[config.mk]
export PLATFORM = sky130hd
export DESIGN_NAME = pfp_protect
export DESIGN_NICKNAME = d
export VERILOG_FILES = /design/src/pfp_pkg.sv /design/src/pfp_protect.sv /design/src/pfp_sync.sv
export SDC_FILE = /design/constraint.sdc
export NUM_CORES = 1
export LEC_CHECK = 0
export BUFFER_PORTS_ARGS = -buffer_cell sky130_fd_sc_hd__buf_2
export CORE_MARGIN = 4
export CORE_UTILIZATION = 50
export CTS_CLUSTER_SIZE = 30
export DETAILED_ROUTE_END_ITERATION = 8
export PLACE_DENSITY = 0.8
export RECOVER_POWER = 25
export SKIP_LAST_GASP = 1
export SLEW_MARGIN = 20
export SYNTH_ARGS = -nofsm -noshare
export SYNTH_HDL_FRONTEND = slang
export SYNTH_HIERARCHICAL = 1
export SYNTH_SLANG_ARGS = --single-unit
[constraint.sdc]
create_clock -name clk -period 5.2 [get_ports clk]
set_input_delay 0.52 -clock clk [delete_from_list [all_inputs] [get_ports clk]]
set_output_delay 0.52 -clock clk [all_outputs]
set_load 0.02 [all_outputs]
[src/pfp_pkg.sv]
// Purpose: shared constants and types for the power stage fault protection block
// Assumes: 100 MHz clock, register port with 4-bit byte address
// Notes:   output configuration codes are software values, not pin straps
package pfp_pkg;
   // output configuration
   localparam logic [1:0] MODE_BRIDGE_TIED     = 2'h0;
   localparam logic [1:0] MODE_PARALLEL_BRIDGE = 2'h1;
   localparam logic [1:0] MODE_SINGLE_ENDED    = 2'h2;

   // register map
   localparam logic [3:0] ADDR_CONFIG = 4'h0;
   localparam logic [3:0] ADDR_STATUS = 4'h4;

   // config fields
   localparam int         CFG_MODE_LSB   = 0;
   localparam int         CFG_CAP_LSB    = 8;
   localparam int         CFG_CAP_W      = 8;
   localparam logic [1:0] CFG_MODE_RESET = MODE_BRIDGE_TIED;
   localparam logic [7:0] CFG_CAP_RESET  = 8'h01;

   // status fields
   localparam int STS_STATE_LSB = 0;
   localparam int STS_HIZ_LSB   = 4;
   localparam int STS_TRIP_BIT  = 8;
   localparam int STS_OVL_LSB   = 12;
   localparam int STS_ALERT_BIT = 16;
   localparam int STS_WARN_BIT  = 17;

   // pin short check timing: ms per uF of output filter capacitance
   localparam int CLK_HZ            = 100_000_000;
   localparam int PSC_MS_PER_UF     = 15;
   localparam int PSC_STEPS         = 2;
   localparam int PSC_CYCLES_PER_UF = (PSC_MS_PER_UF * (CLK_HZ / 1000)) / PSC_STEPS;

   typedef enum logic [2:0]
   {
      ST_POWER_ON,
      ST_SHORT_GND,
      ST_SHORT_SUPPLY,
      ST_SHORT_HOLD,
      ST_RUN
   } pfp_state_t;
endpackage : pfp_pkg

[src/pfp_protect.sv]
// Purpose: fault gathering, pin short start-up check and status pin control
// Assumes: comparator flags are digital levels, high while the condition holds
// Notes:   alert and warning pins are open drain, pulled up outside this logic
//
// The implementer's own choices: strobed register access and the address map.
`timescale 1ns/100ps

module pfp_protect
   import pfp_pkg::*;
#(
   parameter int PSC_CYCLES = PSC_CYCLES_PER_UF
)
(
   input  wire logic        clk,
   input  wire logic        reset,
   input  wire logic [3:0]  regAddr,
   input  wire logic [31:0] regWdata,
   input  wire logic        regWr,
   input  wire logic        regRd,
   output logic      [31:0] regRdata,
   input  wire logic        resetPin_n,
   input  wire logic        logicSupplyLow,
   input  wire logic        gateSupplyLow,
   input  wire logic        outputSupplyLow,
   input  wire logic        tempWarn,
   input  wire logic        tempTrip,
   input  wire logic        shortToGnd,
   input  wire logic        shortToSupply,
   input  wire logic [3:0]  bootstrapLow,
   input  wire logic [3:0]  overload,
   input  wire logic [3:0]  pwmStuck,
   output logic      [3:0]  halfBridgeHiZ,
   output logic      [3:0]  highSideOff,
   input  wire logic        faultAlertIn_n,
   output logic             faultAlertOut_n,
   output logic             faultAlertOe,
   input  wire logic        thermalWarningIn_n,
   output logic             thermalWarningOut_n,
   output logic             thermalWarningOe
);
   localparam int SYNC_W = 20;

   logic [SYNC_W-1:0] syncIn;
   logic [SYNC_W-1:0] syncOut;
   logic              resetPinS;
   logic              logicLowS;
   logic              gateLowS;
   logic              outLowS;
   logic              warnS;
   logic              tripS;
   logic              shortGndS;
   logic              shortSupS;
   logic [3:0]        bootS;
   logic [3:0]        overloadS;
   logic [3:0]        stuckS;

   logic [1:0]        cfgMode_q;
   logic [7:0]        cfgCap_q;
   pfp_state_t        state_q;
   pfp_state_t        state_d;
   logic [31:0]       stepCnt_q;
   logic [31:0]       stepTarget;
   logic              stepDone;
   logic              checking;
   logic              uvAny;
   logic              globalOff;
   logic              tripLatch_q;
   logic [3:0]        overloadLatch_q;
   logic [3:0]        hiZ_d;
   logic [3:0]        halfBridgeHiZ_q;
   logic [3:0]        highSideOff_q;
   logic              alertLow_d;
   logic              alertLow_q;
   logic              warnLow_q;
   logic [31:0]       regRdata_q;
   logic [1:0]        syncWarm_q;

   if (PSC_CYCLES < 1)
   begin : g_chk
      $error("pfp_protect: PSC_CYCLES must be at least 1");
   end

   // overload on a channel shuts its pair, or every channel when paralleled
   function automatic logic [3:0] groupOff(input logic [3:0] ch, input logic [1:0] mode);
      logic [3:0] off;
      off = {{2{|ch[3:2]}}, {2{|ch[1:0]}}};
      if (mode == MODE_PARALLEL_BRIDGE)
      begin
         off = {4{|ch}};
      end
      return off;
   endfunction : groupOff

   // analog flags arrive from other supply domains, so all pass a synchroniser
   assign syncIn = {resetPin_n, logicSupplyLow, gateSupplyLow, outputSupplyLow,
                    tempWarn, tempTrip, shortToGnd, shortToSupply,
                    bootstrapLow, overload, pwmStuck};

   pfp_sync #(.WIDTH(SYNC_W)) u_sync
   (
      .clk   (clk),
      .reset (reset),
      .din   (syncIn),
      .dout  (syncOut)
   );

   assign {resetPinS, logicLowS, gateLowS, outLowS, warnS, tripS, shortGndS,
           shortSupS, bootS, overloadS, stuckS} = syncOut;

   assign uvAny     = logicLowS | gateLowS | outLowS;
   assign checking  = (state_q == ST_SHORT_GND) || (state_q == ST_SHORT_SUPPLY) ||
                      (state_q == ST_SHORT_HOLD);
   assign globalOff = checking || (state_q == ST_POWER_ON) || uvAny || tripS ||
                      tripLatch_q || !resetPinS;

   // configuration register
   always_ff @(posedge clk or posedge reset)
   begin
      if (reset)
      begin
         cfgMode_q <= CFG_MODE_RESET;
         cfgCap_q  <= CFG_CAP_RESET;
      end
      else if (regWr && (regAddr == ADDR_CONFIG))
      begin
         cfgMode_q <= regWdata[CFG_MODE_LSB +: 2];
         cfgCap_q  <= regWdata[CFG_CAP_LSB +: CFG_CAP_W];
      end
   end

   // each step lasts capacitance times the per-uF figure, at least one cycle
   assign stepTarget = 32'(cfgCap_q) * 32'(PSC_CYCLES);
   assign stepDone   = (stepCnt_q + 32'h1) >= stepTarget;

   // synchroniser outputs read zero for two edges after reset, which looks like good supplies
   always_ff @(posedge clk or posedge reset)
   begin
      if (reset)
         syncWarm_q <= '0;
      else
         syncWarm_q <= {syncWarm_q[0], 1'b1};
   end

   // start-up sequencing; the reset pin is not looked at here at all
   always_comb
   begin
      state_d = state_q;
      case (state_q)
         ST_POWER_ON:
         begin
            if (!uvAny && syncWarm_q[1])
            begin
               if (cfgMode_q == MODE_SINGLE_ENDED)
               begin
                  state_d = ST_RUN;
               end
               else
               begin
                  state_d = ST_SHORT_GND;
               end
            end
         end
         ST_SHORT_GND:
         begin
            if (shortGndS)
            begin
               state_d = ST_SHORT_HOLD;
            end
            else if (stepDone)
            begin
               state_d = ST_SHORT_SUPPLY;
            end
         end
         ST_SHORT_SUPPLY:
         begin
            if (shortSupS)
            begin
               state_d = ST_SHORT_HOLD;
            end
            else if (stepDone)
            begin
               state_d = ST_RUN;
            end
         end
         ST_SHORT_HOLD:
         begin
            if (!shortGndS && !shortSupS)
            begin
               state_d = ST_RUN;
            end
         end
         ST_RUN:
         begin
            state_d = ST_RUN;
         end
         default:
         begin
            state_d = ST_POWER_ON;
         end
      endcase
      // only a collapse of the logic supply brings back power-on
      if (logicLowS)
      begin
         state_d = ST_POWER_ON;
      end
   end

   always_ff @(posedge clk or posedge reset)
   begin
      if (reset)
      begin
         state_q <= ST_POWER_ON;
      end
      else
      begin
         state_q <= state_d;
      end
   end

   always_ff @(posedge clk or posedge reset)
   begin
      if (reset)
      begin
         stepCnt_q <= '0;
      end
      else if (state_d != state_q)
      begin
         stepCnt_q <= '0;
      end
      else if ((state_q == ST_SHORT_GND) || (state_q == ST_SHORT_SUPPLY))
      begin
         stepCnt_q <= stepCnt_q + 32'h1;
      end
   end

   // thermal trip latch: set wins over the reset-pin clear
   always_ff @(posedge clk or posedge reset)
   begin
      if (reset)
      begin
         tripLatch_q <= 1'b0;
      end
      else if (tripS)
      begin
         tripLatch_q <= 1'b1;
      end
      else if (!resetPinS && !checking)
      begin
         tripLatch_q <= 1'b0;
      end
   end

   always_ff @(posedge clk or posedge reset)
   begin
      if (reset)
      begin
         overloadLatch_q <= '0;
      end
      else if (logicLowS)
      begin
         overloadLatch_q <= '0;
      end
      else if (|overloadS)
      begin
         overloadLatch_q <= overloadLatch_q | overloadS;
      end
      else if (!resetPinS && !checking)
      begin
         overloadLatch_q <= '0;
      end
   end

   // stuck pwm shuts only its own channel and never reaches the alert pin
   assign hiZ_d = globalOff ? 4'hf
                : (groupOff(overloadLatch_q, cfgMode_q) | stuckS);

   // alert follows live undervoltage but latched trip and overload, so undervoltage recovers on its own
   assign alertLow_d = checking ||
                       (resetPinS && (uvAny || tripS || tripLatch_q ||
                        (|overloadLatch_q) || (state_q == ST_POWER_ON)));

   always_ff @(posedge clk or posedge reset)
   begin
      if (reset)
      begin
         halfBridgeHiZ_q <= 4'hf;
         highSideOff_q   <= '0;
         alertLow_q      <= 1'b0;
         warnLow_q       <= 1'b0;
      end
      else
      begin
         halfBridgeHiZ_q <= hiZ_d;
         highSideOff_q   <= bootS & ~hiZ_d;
         alertLow_q      <= alertLow_d;
         warnLow_q       <= warnS;
      end
   end

   // open drain: only ever pull low, the pull-up gives the high level
   assign halfBridgeHiZ       = halfBridgeHiZ_q;
   assign highSideOff         = highSideOff_q;
   assign faultAlertOut_n     = 1'b0;
   assign faultAlertOe        = alertLow_q;
   assign thermalWarningOut_n = 1'b0;
   assign thermalWarningOe    = warnLow_q;

   always_ff @(posedge clk or posedge reset)
   begin
      if (reset)
      begin
         regRdata_q <= '0;
      end
      else
      begin
         regRdata_q <= '0;
         if (regRd && (regAddr == ADDR_CONFIG))
         begin
            regRdata_q[CFG_MODE_LSB +: 2]       <= cfgMode_q;
            regRdata_q[CFG_CAP_LSB +: CFG_CAP_W] <= cfgCap_q;
         end
         else if (regRd && (regAddr == ADDR_STATUS))
         begin
            regRdata_q[STS_STATE_LSB +: 3] <= state_q;
            regRdata_q[STS_HIZ_LSB +: 4]   <= halfBridgeHiZ_q;
            regRdata_q[STS_TRIP_BIT]       <= tripLatch_q;
            regRdata_q[STS_OVL_LSB +: 4]   <= overloadLatch_q;
            regRdata_q[STS_ALERT_BIT]      <= faultAlertIn_n;
            regRdata_q[STS_WARN_BIT]       <= thermalWarningIn_n;
         end
      end
   end

   assign regRdata = regRdata_q;
endmodule : pfp_protect

[src/pfp_sync.sv]
// Purpose: two flip-flop synchroniser for a vector of comparator flags
// Assumes: each bit is an independent level
// Notes:   bits may land one cycle apart; no bus coherency is promised
`timescale 1ns/100ps
module pfp_sync
   import pfp_pkg::*;
#(
   parameter int WIDTH = 1
)
(
   input  wire logic             clk,
   input  wire logic             reset,
   input  wire logic [WIDTH-1:0] din,
   output logic      [WIDTH-1:0] dout
);
   logic [WIDTH-1:0] meta_q;

   if (WIDTH < 1)
   begin : g_chk
      $error("pfp_sync: WIDTH must be at least 1");
   end

   // first stage feeds only the second stage
   always_ff @(posedge clk or posedge reset)
   begin
      if (reset)
      begin
         meta_q <= '0;
         dout   <= '0;
      end
      else
      begin
         meta_q <= din;
         dout   <= meta_q;
      end
   end
endmodule : pfp_sync

==> summary.txt <==
Run status
  – Status: finished with violations
  – Failing checks: max-capacitance violations, max-slew violations, negative setup slack

STA
  – Slew Limit Fails: 41
  – Slew headroom: -31.0%
  – Final worst-path cycle share: 116%
  – RSZ-0062 raised after global routing: true
  – Worst-Margin Slew: between 1500 and 2000 ps
  – Final min period: 6020 ps
  – Max Clk Rate: 166 MHz
  – Clk_skew: 14.5 ps
  – Fin Hold WS: 193 ps
  – Worst setup margin: -821 ps
  – Hold Vio Cnt, Final: 0
  – Final Setup Violations: 35

Synthesis
  – Largest family of logic cells by synthesized area: adder cells
  – EDFF count, synth: 0
  – Prevailing post-synth register cell: dfrtp_1
  – Mux cell area share after synthesis: 2.54%
  – Syn Inst Count: a little under 800
  – Yosys warns: 6
  – XOR/XNOR Fraction of Synth Area: 8.14%
  – Netlist cell types: around 70
  – Synthesized area: 8180 um2
  – FFs w/ async S/R, synth: 100%
  – Adder-cell share of the synthesized area: 21.8%
  – Synthesized area per cell: 10.3 um2
  – Yosys reg bits: 119
  – Post-synthesis simple-gate area fraction: ~15%
  – Compound-cell area share of the yosys netlist: 8.94%
  – Register area share after synthesis: 36.5%

Floorplanning
  – I/O pins: 106
  – Starting Density: 51.3%
  – Die area: 18500 um2
  – Core Rows: 46
  – Chip width: 136 um
  – Die Ht: approximately 140 um
  – Core box area: 15900 um2

Worst setup path
  – Worst EP required: around 5600 ps
  – Reg-to-reg endpoint: state_q[1]$_DFF_PP0_
  – Crit Path Class: reg2reg
  – FF-to-FF path depth: 21
  – Slowest cell delay on critical path: 530 ps
  – Critical path peak fanout: 4
  – Worst Path Buf+Inv: 1
  – Crit-path cells: buf_6, ha_4, xnor2_1, ha_1, fa_1, ha_1, ha_1, nor2b_1, a311oi_1, a21o_1, a21oi_2, a41o_1, nor2_2, xor2_1, ha_1, a21o_1, a21oi_2, or4b_4, a21oi_4, mux2_4, a211oi_2
  – R2r startpoint: cfgCap_q[6]$_DFFE_PP0P_
  – Worst Path Arrival: 6370 ps
  – R2R Setup Slk: -820 ps
  – Family with the most delay on the worst path: adder cells
  – Setup crit start kind: flop
  – Crit path top cell by count: ha_1
  – Worst path slowest cell: or4b_4
  – Crit. End Element: flop

Clocking
  – # H-tree levels: 4
  – CTS max path bufs: 2
  – CTS tree: built
  – Clock Sinks: approximately 120
  – Clk Latency, worst-skew pair: around 430 ps
  – Clock tree root buffer cell: clkbuf_16
  – Reg clk slew, reported paths: 70 ps
  – Cts hold-fix bufs: 0
  – Inserted Clock Buffers: 17

Global route
  – Largest net degree at the start of global routing: 80
  – First-pass GRT wire length: 32.2 mm
  – GRT Total Usage: approximately 23%
  – Remaining global-route overflow: 0
  – Antenna violations before repair: 0
  – Vias in the first global route: 6516

Route
  – Final antenna-violating net count: 0
  – Via count: 6498
  – Routed WL per cell: about 18 um
  – Routed vias/inst: 5.50
  – Post-route DRC: 0
  – Total wire length: 21.4 mm
  – Drt first pass iters: 6
  – Drt initial violations: 494

Job
  – Max cap viols: 1

Layout
  – Area added between synthesis and finish: 25.9%
  – Layout cells sized above 1: 30.4%
  – Post-route design area: 10300 um2
  – Final core occ: between 60% and 70%
  – # diodes: 0
  – Nets: 1138

Min path
  – Worst Hold End: u_sync/meta_q[11]$_DFF_PP0_
  – Hold path cells: 1
  – Worst hold path type: in2reg
  – Hold path start: bootstrapLow[3]

Place
  – Port Buffer Count: 66
  – DP Area: 9280 um2
  – GPL Wtd Cong: 0.922
  – Hpwl dp: 13.1 mm
==> metal layers <==
metal	GRT usage, %	share of wire (%)
met1	28.0	39
met2	36.8	50
met3	5.70	6.3
met4	10.8	4.6
met5	0	0
==> worst register-to-register path, delay by kind of cell (launching register included) <==
| kind | cells | cell delay (ps) |
|---|---|---|
| fa+ha+maj | 6 | 1920 |
| compound gates | 8 | 1700 |
| mux | 1 | 330 |
| buf+inv | 1 | 150 |
| flops | 1 | 460 |
| simple gates | 3 | 870 |
| xor+xnor | 2 | 510 |
==> cell type report <==
type / instances / area [um2]
Clock inverter: 15 / 208
Inverter: 75 / 283
Sequential cell: 119 / 2990
Fill cell: 1123 / 5650
Multi-Input combinational cell: 582 / 5060
Clock buffer: 17 / 425
Tap cell: 216 / 270
Timing Repair Buffer: 158 / 1060
==> cell usage in the layout, fill, tap and decap left out, types with 18 or more instances in the layout <==
cell,instances
dfrtp_1,110
xor2_1,42
nand2_1,45
a21oi_1,18
nor2_1,65
ha_1,76
buf_2,65
buf_4,85
xnor2_1,33
inv_1,67
fa_1,29
conb_1,18
==> timing repair <==
action,in CTS,in global routing
setup endpoints to repair,35,35
buffers inserted,15,7
gates resized for setup,25,17
pin swaps,17,12
==> kinds of logic after synthesis <==
group / count (synthesis)
other: 2
XOR/XNOR: 76
multiplexers: 19
buffers and inverters: 111
adder cells (fa/ha/maj): 123
AND/OR/NAND/NOR: 243
AO/OA/AOI/OAI: 103
flip-flops: 119
==> state kept, by name, summed over array words and instances (netlist names), 2 cells and up <==
register and count:
regRdata 17, cfgMode_q 2, syncWarm_q 2, halfBridgeHiZ 4
state_q 3, stepCnt_q 32, u_sync/dout 20, u_sync/meta_q 20
cfgCap_q 8, highSideOff 4, overloadLatch_q 4
==> cell usage after synthesis (5+ instances only) <==
master | n | area, um2
and2_1 | 6 | 37.5
buf_6 | 6 | 67.6
ha_1 | 91 | 1140
or2_2 | 7 | 43.8
mux2_2 | 10 | 113
buf_4 | 19 | 143
nand3_1 | 16 | 80.1
inv_1 | 75 | 282
clkbuf_1 | 8 | 30.0
xor2_1 | 42 | 368
nand2b_1 | 10 | 62.6
nand4_1 | 11 | 68.8
nor3_1 | 17 | 85.1
fa_1 | 32 | 641
or3_1 | 6 | 37.5
mux2i_1 | 8 | 80.1
o21a_1 | 10 | 75.1
nor4_1 | 7 | 43.8
dfrtp_1 | 114 | 2850
dfstp_2 | 5 | 131
and3_1 | 14 | 87.6
o21ai_0 | 14 | 70.1
a211oi_1 | 5 | 37.5
xnor2_1 | 34 | 298
nor2_1 | 71 | 267
a21oi_1 | 29 | 145
nor2_2 | 9 | 56.3
nor2b_1 | 8 | 50.1
a21o_1 | 14 | 105
nand2_1 | 45 | 169
==> stage by stage <==
stage	worst slack, ps	TNS [ps]	cells
final	-821	-25490	1182
after global routing	-959	-31140	1182
after CTS	-512	-14880	1175
after detailed placement	-522	-14920	1128
after global placement	-455	-12370	1128
after floorplan	-212	-3420	812
==> worst max path at each step <==
stage / startpoint / to / slack [ps] / cells after the start
final: cfgCap_q[6]$_DFFE_PP0P_ / state_q[1]$_DFF_PP0_ / -820 / 21
after global routing: cfgCap_q[6]$_DFFE_PP0P_ / state_q[1]$_DFF_PP0_ / -960 / 24
after CTS: cfgCap_q[6]$_DFFE_PP0P_ / state_q[1]$_DFF_PP0_ / -510 / 22
after detailed placement: cfgCap_q[5]$_DFFE_PP0P_ / state_q[1]$_DFF_PP0_ / -520 / 22
after global placement: cfgCap_q[6]$_DFFE_PP0P_ / state_q[1]$_DFF_PP0_ / -460 / 24
after floorplan: cfgCap_q[6]$_DFFE_PP0P_ / state_q[1]$_DFF_PP0_ / -210 / 24
Power is not shown: default switching activity piles up to over one toggle a cycle in this logic, so the estimate is an artifact.
